==> src/design/tglc_pkg.sv <==
// Purpose: constants and types for trigger gating and laser control
// Assumes: 25 MHz system clock
// Notes:   distances in mm, encoder scale in pulses per mm (8 fraction bits)
package tglc_pkg;
	localparam int          TGLC_CW        = 24;
	localparam int          TGLC_DW        = 16;
	localparam int          TGLC_FRAC      = 8;
	localparam int          TGLC_CLK_HZ    = 25_000_000;
	localparam int          TGLC_TICK_MS   = 1;
	// one time tick per millisecond in time-controlled mode
	localparam int          TGLC_TICK_CYC  = TGLC_CLK_HZ / 1000 * TGLC_TICK_MS;
	localparam logic [15:0] TGLC_GAP_MM    = 16'h001E;
	localparam logic [15:0] TGLC_SUPP_MM   = 16'h00C8;
	localparam logic [1:0]  TGLC_CAN_INC   = 2'h1;
	localparam logic [1:0]  TGLC_CAN_TRIG  = 2'h2;
	localparam logic [1:0]  TGLC_CAN_OBJ   = 2'h3;

	typedef enum logic [2:0] {
		TGLC_IDLE  = 3'h1,
		TGLC_DELAY = 3'h2,
		TGLC_MEAS  = 3'h4
	} tglc_state_t;

	typedef struct packed {
		logic        free_run;
		logic        sw_trig_src;
		logic        time_mode;
		logic        const_speed;
		logic        laser_ctrl;
		logic        laser_own_src;
		logic [15:0] ppmm_q8;
		logic [15:0] path_delay;
		logic [15:0] expand;
		logic [15:0] sensor_mm;
		logic [15:0] gap_mm;
		logic [15:0] supp_mm;
		logic [15:0] off_delay_ms;
		logic [15:0] const_per;
		logic [15:0] inc_div;
		logic [15:0] out_div;
	} tglc_cfg_t;

	typedef struct packed {
		logic [1:0]  kind;
		logic [23:0] data;
	} tglc_can_t;

	typedef struct packed {
		logic        trig_m, trig_s, trig_p;
		logic        las_m, las_s, las_p;
		logic        enc_m, enc_s, enc_p;
		logic        obj_p;
		logic        sw_lvl;
		logic [15:0] ms_cnt;
		logic [15:0] cp_cnt;
		tglc_state_t st;
		logic [23:0] iv_cnt;
		logic        end_run;
		logic [23:0] end_cnt;
		logic        laser_on;
		logic        acc_run;
		logic [23:0] acc;
		logic        tmo_run;
		logic [15:0] tmo;
		logic [15:0] div_cnt;
		logic [23:0] inc_cnt;
		logic [15:0] out_cnt;
		logic [23:0] pos_start;
		logic        can_vld;
		tglc_can_t   can;
	} tglc_st_t;
endpackage

==> src/design/tglc_core.sv <==
// Purpose: measurement gating, laser on/off control and system increment
// Assumes: trigger and encoder pins asynchronous; config static while running
// Notes:   one CAN frame slot; events arriving while it is full are dropped
`timescale 1ns/1ps
`default_nettype none
module tglc_core #(
	parameter int TICK_CYC = tglc_pkg::TGLC_TICK_CYC
) (
	input  wire logic                clk_sys_i,
	input  wire logic                resetn_i,
	input  wire tglc_pkg::tglc_cfg_t cfg_i,
	input  wire logic                trig_pin_i,
	input  wire logic                laser_trig_pin_i,
	input  wire logic                sw_start_i,
	input  wire logic                sw_stop_i,
	input  wire logic                enc_pin_i,
	input  wire logic                obj_present_i,
	input  wire logic                can_ready_i,
	output logic                     meas_active_o,
	output logic                     laser_on_o,
	output logic [23:0]              sys_inc_o,
	output logic                     can_valid_o,
	output tglc_pkg::tglc_can_t      can_frame_o
);
	import tglc_pkg::*;

	tglc_st_t q;
	tglc_st_t d;

	// fixed-point scale; time mode uses the raw figure as milliseconds
	function automatic logic [23:0] to_cnt(input logic [15:0] v, input logic [15:0] s,
			input logic tm);
		logic [31:0] p;
		p = 32'(v) * 32'(s);
		to_cnt = tm ? 24'(v) : p[TGLC_FRAC +: TGLC_CW];
	endfunction

	logic        trig_lvl;
	logic        trig_rise;
	logic        trig_fall;
	logic        las_rise;
	logic        las_fall;
	logic        obj_rise;
	logic        obj_fall;
	logic        ms_tick;
	logic        cp_tick;
	logic        spd_tick;
	logic        adv;
	logic [23:0] dly_cnt;
	logic [23:0] exp_cnt;
	logic [23:0] start_cnt;
	logic [23:0] stop_cnt;
	logic [23:0] off_cnt;
	logic [15:0] off_mm;
	logic        iv_on;
	logic        start_evt;
	logic        end_evt;
	logic        inc_tick;
	logic        msg_tick;
	logic        can_free;

	always_comb begin
		trig_lvl  = cfg_i.sw_trig_src ? q.sw_lvl : q.trig_s;
		trig_rise = trig_lvl & ~q.trig_p;
		trig_fall = ~trig_lvl & q.trig_p;
		las_rise  = q.las_s & ~q.las_p;
		las_fall  = ~q.las_s & q.las_p;
		obj_rise  = obj_present_i & ~q.obj_p;
		obj_fall  = ~obj_present_i & q.obj_p;
		ms_tick   = q.ms_cnt == 16'(TICK_CYC - 1);
		cp_tick   = q.cp_cnt >= cfg_i.const_per;
		// constant speed synthesises pulses so path logic is shared
		spd_tick  = cfg_i.const_speed ? cp_tick : (q.enc_s & ~q.enc_p);
		adv       = cfg_i.time_mode ? ms_tick : spd_tick;
		dly_cnt   = to_cnt(cfg_i.path_delay, cfg_i.ppmm_q8, cfg_i.time_mode);
		exp_cnt   = to_cnt(cfg_i.expand, cfg_i.ppmm_q8, cfg_i.time_mode);
		// start earlier and stop later by the expansion
		start_cnt = (dly_cnt > exp_cnt) ? dly_cnt - exp_cnt : '0;
		stop_cnt  = dly_cnt + exp_cnt;
		off_mm    = cfg_i.sensor_mm + cfg_i.gap_mm + cfg_i.supp_mm;
		off_cnt   = to_cnt(off_mm, cfg_i.ppmm_q8, 1'b0);
		iv_on     = 1'b0;
		start_evt = 1'b0;
		end_evt   = 1'b0;
		inc_tick  = 1'b0;
		msg_tick  = 1'b0;
		can_free  = ~q.can_vld | can_ready_i;

		d = q;
		d.trig_m = trig_pin_i;
		d.trig_s = q.trig_m;
		d.trig_p = trig_lvl;
		d.las_m  = laser_trig_pin_i;
		d.las_s  = q.las_m;
		d.las_p  = q.las_s;
		d.enc_m  = enc_pin_i;
		d.enc_s  = q.enc_m;
		d.enc_p  = q.enc_s;
		d.obj_p  = obj_present_i;
		if (sw_start_i) begin
			d.sw_lvl = 1'b1;
		end else if (sw_stop_i) begin
			d.sw_lvl = 1'b0;
		end
		d.ms_cnt = ms_tick ? '0 : q.ms_cnt + 16'h0001;
		d.cp_cnt = (cp_tick | ~cfg_i.const_speed) ? '0 : q.cp_cnt + 16'h0001;

		// stop counter runs from the trigger's falling edge
		if (trig_fall && q.st != TGLC_IDLE) begin
			d.end_run = 1'b1;
			d.end_cnt = '0;
		end else if (q.end_run && adv) begin
			d.end_cnt = q.end_cnt + 24'h00_0001;
		end

		case (q.st)
			TGLC_IDLE: begin
				d.end_run = 1'b0;
				if (cfg_i.free_run) begin
					if (obj_rise) begin
						d.st      = TGLC_MEAS;
						start_evt = 1'b1;
					end
				end else if (trig_rise) begin
					d.iv_cnt = '0;
					if (start_cnt == '0) begin
						d.st      = TGLC_MEAS;
						start_evt = 1'b1;
					end else begin
						d.st = TGLC_DELAY;
					end
				end
			end
			TGLC_DELAY: begin
				if (adv) begin
					d.iv_cnt = q.iv_cnt + 24'h00_0001;
				end
				if (adv && q.iv_cnt + 24'h00_0001 >= start_cnt) begin
					d.st      = TGLC_MEAS;
					start_evt = 1'b1;
				end
			end
			TGLC_MEAS: begin
				// further triggers and objects do not split the interval
				if (cfg_i.free_run) begin
					end_evt = obj_fall;
				end else begin
					end_evt = q.end_run && q.end_cnt >= stop_cnt;
				end
				if (end_evt) begin
					d.st      = TGLC_IDLE;
					d.end_run = 1'b0;
				end
			end
			default: begin
				d.st = TGLC_IDLE;
			end
		endcase
		iv_on = q.st != TGLC_IDLE;

		// own-source path accumulator
		if (las_rise) begin
			d.acc_run = 1'b0;
			d.acc     = '0;
		end else if (las_fall) begin
			d.acc_run = 1'b1;
			d.acc     = '0;
		end else if (q.acc_run && spd_tick) begin
			d.acc = q.acc + 24'h00_0001;
		end
		if (las_rise) begin
			d.tmo_run = cfg_i.off_delay_ms != '0;
			d.tmo     = '0;
		end else if (q.tmo_run && ms_tick) begin
			d.tmo = q.tmo + 16'h0001;
		end

		if (cfg_i.free_run || !cfg_i.laser_ctrl) begin
			d.laser_on = 1'b1;
		end else if (!cfg_i.laser_own_src) begin
			d.laser_on = iv_on | (d.st != TGLC_IDLE);
		end else if (las_rise) begin
			d.laser_on = 1'b1;
		end else if (q.acc_run && spd_tick && q.acc + 24'h00_0001 >= off_cnt) begin
			d.laser_on = 1'b0;
			d.acc_run  = 1'b0;
		end else if (q.tmo_run && ms_tick && q.tmo + 16'h0001 >= cfg_i.off_delay_ms) begin
			d.laser_on = 1'b0;
			d.tmo_run  = 1'b0;
		end

		// system increment and message interval
		if (spd_tick) begin
			if (q.div_cnt + 16'h0001 >= cfg_i.inc_div) begin
				inc_tick  = 1'b1;
				d.div_cnt = '0;
				d.inc_cnt = q.inc_cnt + 24'h00_0001;
			end else begin
				d.div_cnt = q.div_cnt + 16'h0001;
			end
		end
		if (inc_tick) begin
			if (q.out_cnt + 16'h0001 >= cfg_i.out_div) begin
				msg_tick  = 1'b1;
				d.out_cnt = '0;
			end else begin
				d.out_cnt = q.out_cnt + 16'h0001;
			end
		end

		// one frame slot: object end beats trigger beats increment
		if (can_free) begin
			d.can_vld = 1'b0;
			if (end_evt) begin
				d.can_vld   = 1'b1;
				d.can.kind  = TGLC_CAN_OBJ;
				d.can.data  = q.inc_cnt - q.pos_start;
			end else if (start_evt) begin
				d.can_vld   = 1'b1;
				d.can.kind  = TGLC_CAN_TRIG;
				d.can.data  = q.inc_cnt;
			end else if (msg_tick) begin
				d.can_vld   = 1'b1;
				d.can.kind  = TGLC_CAN_INC;
				d.can.data  = d.inc_cnt;
			end
		end
		if (start_evt) begin
			d.pos_start = q.inc_cnt;
		end
	end

	always_ff @(posedge clk_sys_i or negedge resetn_i) begin
		if (!resetn_i) begin
			q    <= '0;
			q.st <= TGLC_IDLE;
		end else begin
			q <= d;
		end
	end

	assign meas_active_o = q.st == TGLC_MEAS;
	assign laser_on_o    = q.laser_on;
	assign sys_inc_o     = q.inc_cnt;
	assign can_valid_o   = q.can_vld;
	assign can_frame_o   = q.can;

	property p_free_start;
		@(posedge clk_sys_i) disable iff (!resetn_i)
		cfg_i.free_run && q.st == TGLC_IDLE && obj_rise |=> meas_active_o;
	endproperty
	a_free_start: assert property (p_free_start) else $error("free-run start missed");

	property p_one_interval;
		@(posedge clk_sys_i) disable iff (!resetn_i)
		!cfg_i.free_run && q.st == TGLC_MEAS && trig_rise && !end_evt |=> meas_active_o;
	endproperty
	a_one_interval: assert property (p_one_interval) else $error("interval split");

	property p_delay;
		@(posedge clk_sys_i) disable iff (!resetn_i)
		!cfg_i.free_run && q.st == TGLC_IDLE && trig_rise && start_cnt != '0
			|=> q.st == TGLC_DELAY;
	endproperty
	a_delay: assert property (p_delay) else $error("path delay skipped");

	property p_no_ctrl;
		@(posedge clk_sys_i) disable iff (!resetn_i)
		!cfg_i.laser_ctrl ##1 !cfg_i.laser_ctrl |-> laser_on_o;
	endproperty
	a_no_ctrl: assert property (p_no_ctrl) else $error("laser off without control");

	property p_free_laser;
		@(posedge clk_sys_i) disable iff (!resetn_i)
		cfg_i.free_run |=> laser_on_o;
	endproperty
	a_free_laser: assert property (p_free_laser) else $error("laser off in free run");

	property p_retrig;
		@(posedge clk_sys_i) disable iff (!resetn_i)
		cfg_i.laser_ctrl && cfg_i.laser_own_src && !cfg_i.free_run && las_rise
			|=> laser_on_o && q.acc == '0 && !q.acc_run;
	endproperty
	a_retrig: assert property (p_retrig) else $error("retrigger not restarted");

	property p_path_off;
		@(posedge clk_sys_i) disable iff (!resetn_i)
		cfg_i.laser_ctrl && cfg_i.laser_own_src && !cfg_i.free_run && !las_rise
			&& q.acc_run && spd_tick && q.acc + 24'h00_0001 >= off_cnt |=> !laser_on_o;
	endproperty
	a_path_off: assert property (p_path_off) else $error("laser stays on past distance");

	property p_inc;
		@(posedge clk_sys_i) disable iff (!resetn_i)
		spd_tick && q.div_cnt + 16'h0001 >= cfg_i.inc_div
			|=> sys_inc_o == $past(sys_inc_o) + 24'h00_0001;
	endproperty
	a_inc: assert property (p_inc) else $error("system increment not advanced");

	// a held frame must not change under the consumer
	property p_can_hold;
		@(posedge clk_sys_i) disable iff (!resetn_i)
		can_valid_o && !can_ready_i |=> can_valid_o && $stable(can_frame_o);
	endproperty
	a_can_hold: assert property (p_can_hold) else $error("frame lost before taken");

	property p_tmo_off;
		@(posedge clk_sys_i) disable iff (!resetn_i)
		cfg_i.laser_ctrl && cfg_i.laser_own_src && !cfg_i.free_run && !las_rise
			&& q.tmo_run && ms_tick && q.tmo + 16'h0001 >= cfg_i.off_delay_ms |=> !laser_on_o;
	endproperty
	a_tmo_off: assert property (p_tmo_off) else $error("laser stays on past delay");

	property p_iv_laser;
		@(posedge clk_sys_i) disable iff (!resetn_i)
		cfg_i.laser_ctrl && !cfg_i.laser_own_src && !cfg_i.free_run && q.st != TGLC_IDLE
			|=> laser_on_o;
	endproperty
	a_iv_laser: assert property (p_iv_laser) else $error("laser off inside interval");
endmodule
`default_nettype wire

==> config.mk <==
export PLATFORM = sky130hd
export DESIGN_NAME = tglc_core
export DESIGN_NICKNAME = d
export VERILOG_FILES = /design/src/design/tglc_pkg.sv /design/src/design/tglc_core.sv
export SDC_FILE = /design/constraint.sdc
export NUM_CORES = 2
export LEC_CHECK = 0
export BUFFER_PORTS_ARGS = -buffer_cell sky130_fd_sc_hd__buf_2
export CAP_MARGIN = 20
export CORE_UTILIZATION = 60
export CTS_CLUSTER_DIAMETER = 120
export DETAILED_ROUTE_END_ITERATION = 12
export GPL_ROUTABILITY_DRIVEN = 1
export PLACE_DENSITY = 0.78
export SYNTH_ARGS = -nofsm -noshare
export SYNTH_HDL_FRONTEND = slang
export SYNTH_SLANG_ARGS = --single-unit
==> constraint.sdc <==
create_clock -name clk_sys_i -period 5.3 [get_ports clk_sys_i]
set_input_delay 1.06 -clock clk_sys_i [delete_from_list [all_inputs] [get_ports clk_sys_i]]
set_output_delay 1.06 -clock clk_sys_i [all_outputs]
set_load 0.01 [all_outputs]
# Yosys cells after proc, flatten, opt, wreduce, memory -nomap -nowiden
# Cells that the tools add are included.
# word_totals
register_bits	245
output_inout_bits	53
# classes
add_sub_neg	14
n_mul	3
order_cmp	8
n_eq_ne	10
n_mux	66
bitwise_logic	19
reduce_logical	20
# op_table
operator	n
24-bit two-way mux	11
27-bit two-way mux	4
24-bit by 1-bit adder with 24-bit output, second input constant	4
16-bit by 16-bit multiplier with 32-bit output	3
16-bit two-way mux	6
16-bit by 1-bit adder with 16-bit output, second input constant	5
24-bit >= comparator	3
16-bit >= comparator	4
24-bit case mux with 2 select lines	1
24-bit subtractor	2
1-bit two-way mux	35
16-bit adder	2
25-bit two-way mux	1
24-bit adder	1
24-bit greater-than comparator	1
24-bit zero test	1
16-bit by 15-bit == test with 1-bit output, second input constant	1
16-bit nonzero test	1
3-bit two-way mux	5
1-bit inverter	9
3-bit case mux with 3 select lines	1
1-bit logical AND	8
2-bit nonzero test	4
1-bit bitwise AND	7
other kinds (13)	20

# Logic depth before layout (Yosys ltp)
# depth
word_depth	13
depth_mapped	50

# Worst setup path before layout
# OpenSTA, ideal clock, no wires.
# synth_path
path_type	input -> register
startpoint	in cfg_i[145] (netlist name)
endpoint	reg q (netlist bit can_frame_o[10])
setup_ns	0.125
arrival_ns	11.510
required_time_ns	5.175
setup_slack_ns	-6.335
cell_stages	45
path_cell_list	clkbuf_1 -> clkbuf_1 -> nand2_1 -> fa_1 -> fa_1 -> fa_1 -> fa_1 -> inv_1 -> fa_1 -> inv_1 -> fa_1 -> inv_1 -> ha_1 -> a21o_1 -> a2111oi_0 -> o21ai_1 -> a221o_1 -> a2111oi_0 -> (+9 left out) -> nor3_1 -> nand2_1 -> o21bai_1 -> a21oi_2 -> clkbuf_1 -> buf_1 -> nand2_1 -> ha_1 -> nand4_1 -> a211oi_1 -> o31a_1 -> a311oi_1 -> o21ai_0 -> a31oi_1 -> o22a_1 -> clkbuf_1 -> a41oi_2 -> mux2_2
# synth_via
elab_chain_len	11
word_cells_on_any_way	25
cone_classes	2 x add/sub; 2 x mul; 3 x order compare; 13 x mux; 5 x reduce/logical
# synth_lines
item	line_no	source
start, declared	tglc_core.sv:11	input wire tglc_pkg::tglc_cfg_t cfg_i,
parallel branches: the longest is 11 deep, another holds 16-bit by 16-bit multiplier with 32-bit output	--	
end, declared	tglc_core.sv:27	tglc_st_t q;
# Several ways; the timed one is not identified. The select of a mux whose other input is x is not followed.
# A chain may end at the register's enable or synchronous reset.

# Worst setup path in the final report
# layout_path
startpoint	in cfg_i[65] (netlist name)
endpoint	reg q (netlist bit laser_on_o)
# layout_via
elab_chain_len	8
word_cells_on_any_way	9
cone_classes	1 x add/sub; 1 x mul; 1 x order compare; 1 x eq/ne; 4 x mux; 1 x reduce/logical
# layout_lines
item	line_no	source
16-bit adder (*)	tglc_core.sv:80	off_mm = cfg_i.sensor_mm + cfg_i.gap_mm + cfg_i.supp_mm;
16-bit by 16-bit multiplier with 32-bit output (*)	tglc_core.sv:34	p = 32'(v) * 32'(s);
24-bit >= comparator (*)	tglc_core.sv:184	end else if (q.acc_run && spd_tick && q.acc + 24'h00_0001 >= off_cnt) begin
1-bit logical AND (*)	tglc_core.sv:184	
1-bit two-way mux	tglc_core.sv:184	
1-bit two-way mux	tglc_core.sv:182	end else if (las_rise) begin
1-bit two-way mux	tglc_core.sv:180	end else if (!cfg_i.laser_own_src) begin
1-bit two-way mux	tglc_core.sv:178	if (cfg_i.free_run || !cfg_i.laser_ctrl) begin
# Every way passes the cells marked *; elsewhere a longest branch is shown, timed or not.

==> flow_summary.ini <==
[synth]
ys_ff_latch = 245
synth_ff_type = dfrtp_1
synth-edff-count = 0
yosysTopAreaCell = fa_1
yosysSeqAreaShare = 0.137
syn_inst = 5213
syn_nets = 6520
synth_area_per_cell_um2 = 8.59
netlist.area_leader.share = 0.267
ys_warn_count = 0
async_flop_share = 1.00
yosys-top-cells-area = fa_1 (27%), ha_1 (15%), dfrtp_1 (14%)
netlist_area_mm2 = 0.0448
synth_cell_types = 96

[sta]
hold_viol = 0
rsz0062_at_grt = yes
slew_viol_final = 0
post-route-min-period_ns = 10.48
setup_ws_ns = -5.18
skew_ns = 0.0363
max_freq_ghz = 0.0954
finalSetupViolations = 58
slew_headroom = 0.341
min_period_over_period = 1.98
worst_slew_pin_slew_ns = 0.979

[drt]
vias = 38800
routed_wl_mm = 121
drc = 0
drtIter0Drc = 2881
wire_per_inst_um = 17.7
viasPerCell = 5.65
antenna_left = 0
first_pass_iters = 8

[worst_setup_path]
reg2reg_from = q[175]
reg2reg_setup_slack_ns = 0.17
cp.arrival_ns = 10.96
reg2reg_to = can_frame_o[21]
start_kind = input port
critPathCaptureType = flop
cp.required_ns = 5.78
critPathSlowestCell = fa_1
crit_fanout = 3
crit_type = in -> reg
crit_path_max_incr_delay_ns = 0.49
rr_worst_depth = 23

[die]
die-area_mm2 = 0.0757
die_h_um = 275
initial_core_util = 0.610
pin_count = 228
core_mm2 = 0.0735
rows = 99
die_w_um = 275

[status]
status = finished with violations
violations = negative setup slack

[cts]
cts.clk_slew.worst_paths_ns = 0.07
cts_buffer_depth = 3
tritoncts = built
cts_sinks = 245
cts_htree_levels = 1
cts_root_buffer = clkbuf_16
cts_buffers = 26
clk-insertion-delay-late_ns = 0.57

[min_path]
min_to = d[236]
min_path_cells = 0
hp-start = d[237]
hp-class = reg -> reg

[global_route]
grt_antenna_before_repair = 5
grt_overflow = 0
grt_start_max_net_pins = 119
grt_pass1_vias = 40500
track_usage = 0.325
grt_pass1_wl_mm = 201

[placement]
place_hpwl_mm = 94.1
place_ws_ns = -6.04
gp_congestion = 0.961
port_buffers = 227
place_area_mm2 = 0.0509

[final_layout]
areaGrowthSynthToFinish_pct = 21.4
fillCellCount = 5126
drive_above_1_share = 0.221
diodes = 0
nNetsFinal = 7197
design_area_mm2 = 0.0544

[job]
maxCapViolations = 0
-- cell usage after synthesis (41+ instances only) --
master,count
nand2_1,723
and2_1,331
buf_4,53
xnor2_1,171
nand4_1,41
xor2_1,141
nand3_1,101
nor2_1,211
inv_1,844
and3_1,69
dfrtp_1,244
a21o_1,87
fa_1,598
nor3_1,51
ha_1,534
a21oi_1,160
o21ai_0,210
clkbuf_1,192
-- routing by layer --
metal / wire [um] / vias to the layer above / part of all wire / track usage
met5: 54 / - / 0.00045 / 0
met4: 4070 / 10 / 0.034 / 0.106
met3: 8360 / 315 / 0.069 / 0.0443
met2: 58900 / 1473 / 0.49 / 0.551
met1: 49900 / 19100 / 0.41 / 0.430
li1: - / 17900 / - / -
-- state kept, by name (all words and copies together) (netlist names) --
name and cells:
d 5, can_frame_o 26, sys_inc_o 24, can_valid_o 1, q 188, laser_on_o 1
-- worst max-delay path, delay by kind of cell --
family,cells,cell delay [ns]
AO/OA/AOI/OAI,21,3.60
XOR/XNOR,2,0.34
adder cells (fa/ha/maj),11,4.46
buffers and inverters,8,0.71
AND/OR/NAND/NOR,5,0.78
-- worst max-delay path by stage --
stage / start / to / slack [ns] / cells after the start
after floorplan: cfg_i[150] / can_frame_o[10] / -5.16 / 45
after global placement: cfg_i[148] / can_frame_o[0] / -5.76 / 52
after detailed placement: cfg_i[97] / laser_on_o / -6.04 / 44
after CTS: cfg_i[65] / laser_on_o / -5.02 / 47
after global routing: cfg_i[65] / laser_on_o / -5.75 / 47
final: cfg_i[65] / laser_on_o / -5.18 / 47
-- placed cells by master (no fill, tap or decap), drive strengths merged, types with 163 or more instances in the layout --
cell type    n
a21oi      163
and2       331
buf        912
dfrtp      244
fa         598
ha         534
inv        848
nand2      724
nor2       213
o21ai      223
xnor2      171
-- timing repair --
action | in CTS | in global routing
cloned | 5 | 5
gates resized for setup | 249 | 174
setup buffers | 51 | 35
pin swaps | 132 | 115
setup endpoints to repair | 58 | 58
endpoints found under the hold margin | 0 | 0
hold buffers | 0 | 0
-- per-stage QoR --
| stage | cells | hold slack, ns | TNS, ns | utilization |
|---|---|---|---|---|
| final | 6869 | 0.351 | -288.76 | 0.740 |
| after global routing | 6869 | 0.353 | -308.39 | 0.740 |
| after CTS | 6834 | 0.349 | -276.44 | 0.727 |
| after detailed placement | 6731 | 0.339 | -333.67 | 0.693 |
| after global placement | 6730 | 0.332 | -322.11 | 0.693 |
| after floorplan | 5213 | 0.331 | -285.03 | - |
-- cell families (layout without fill, tap and decap cells) --
kind of cell | Yosys count | after routing | synth area share
and+or+nand+nor | 1686 | 1686 | 0.182
adders and majority gates | 1132 | 1132 | 0.416
buffers and inverters | 1117 | 1813 | 0.0991
AOI/OAI and AO/OA | 707 | 708 | 0.101
xor gates and xnor gates | 312 | 312 | 0.0610
DFF | 245 | 245 | 0.137
muxes | 14 | 14 | 0.00349
-- area by class of cell --
class                   instances  area [um^2]  area share
repair buffers                919         7030       0.129
well taps                     959         1200      0.0221
inverters                     846         3180      0.0585
clock inverters                15          188     0.00345
clock buffers                  33          717      0.0132
multi-input cells            3852        35900       0.661
flip-flops and latches        245         6130       0.113
Power is not shown: default switching activity piles up to over one toggle a cycle in this logic, so the estimate is an artifact.
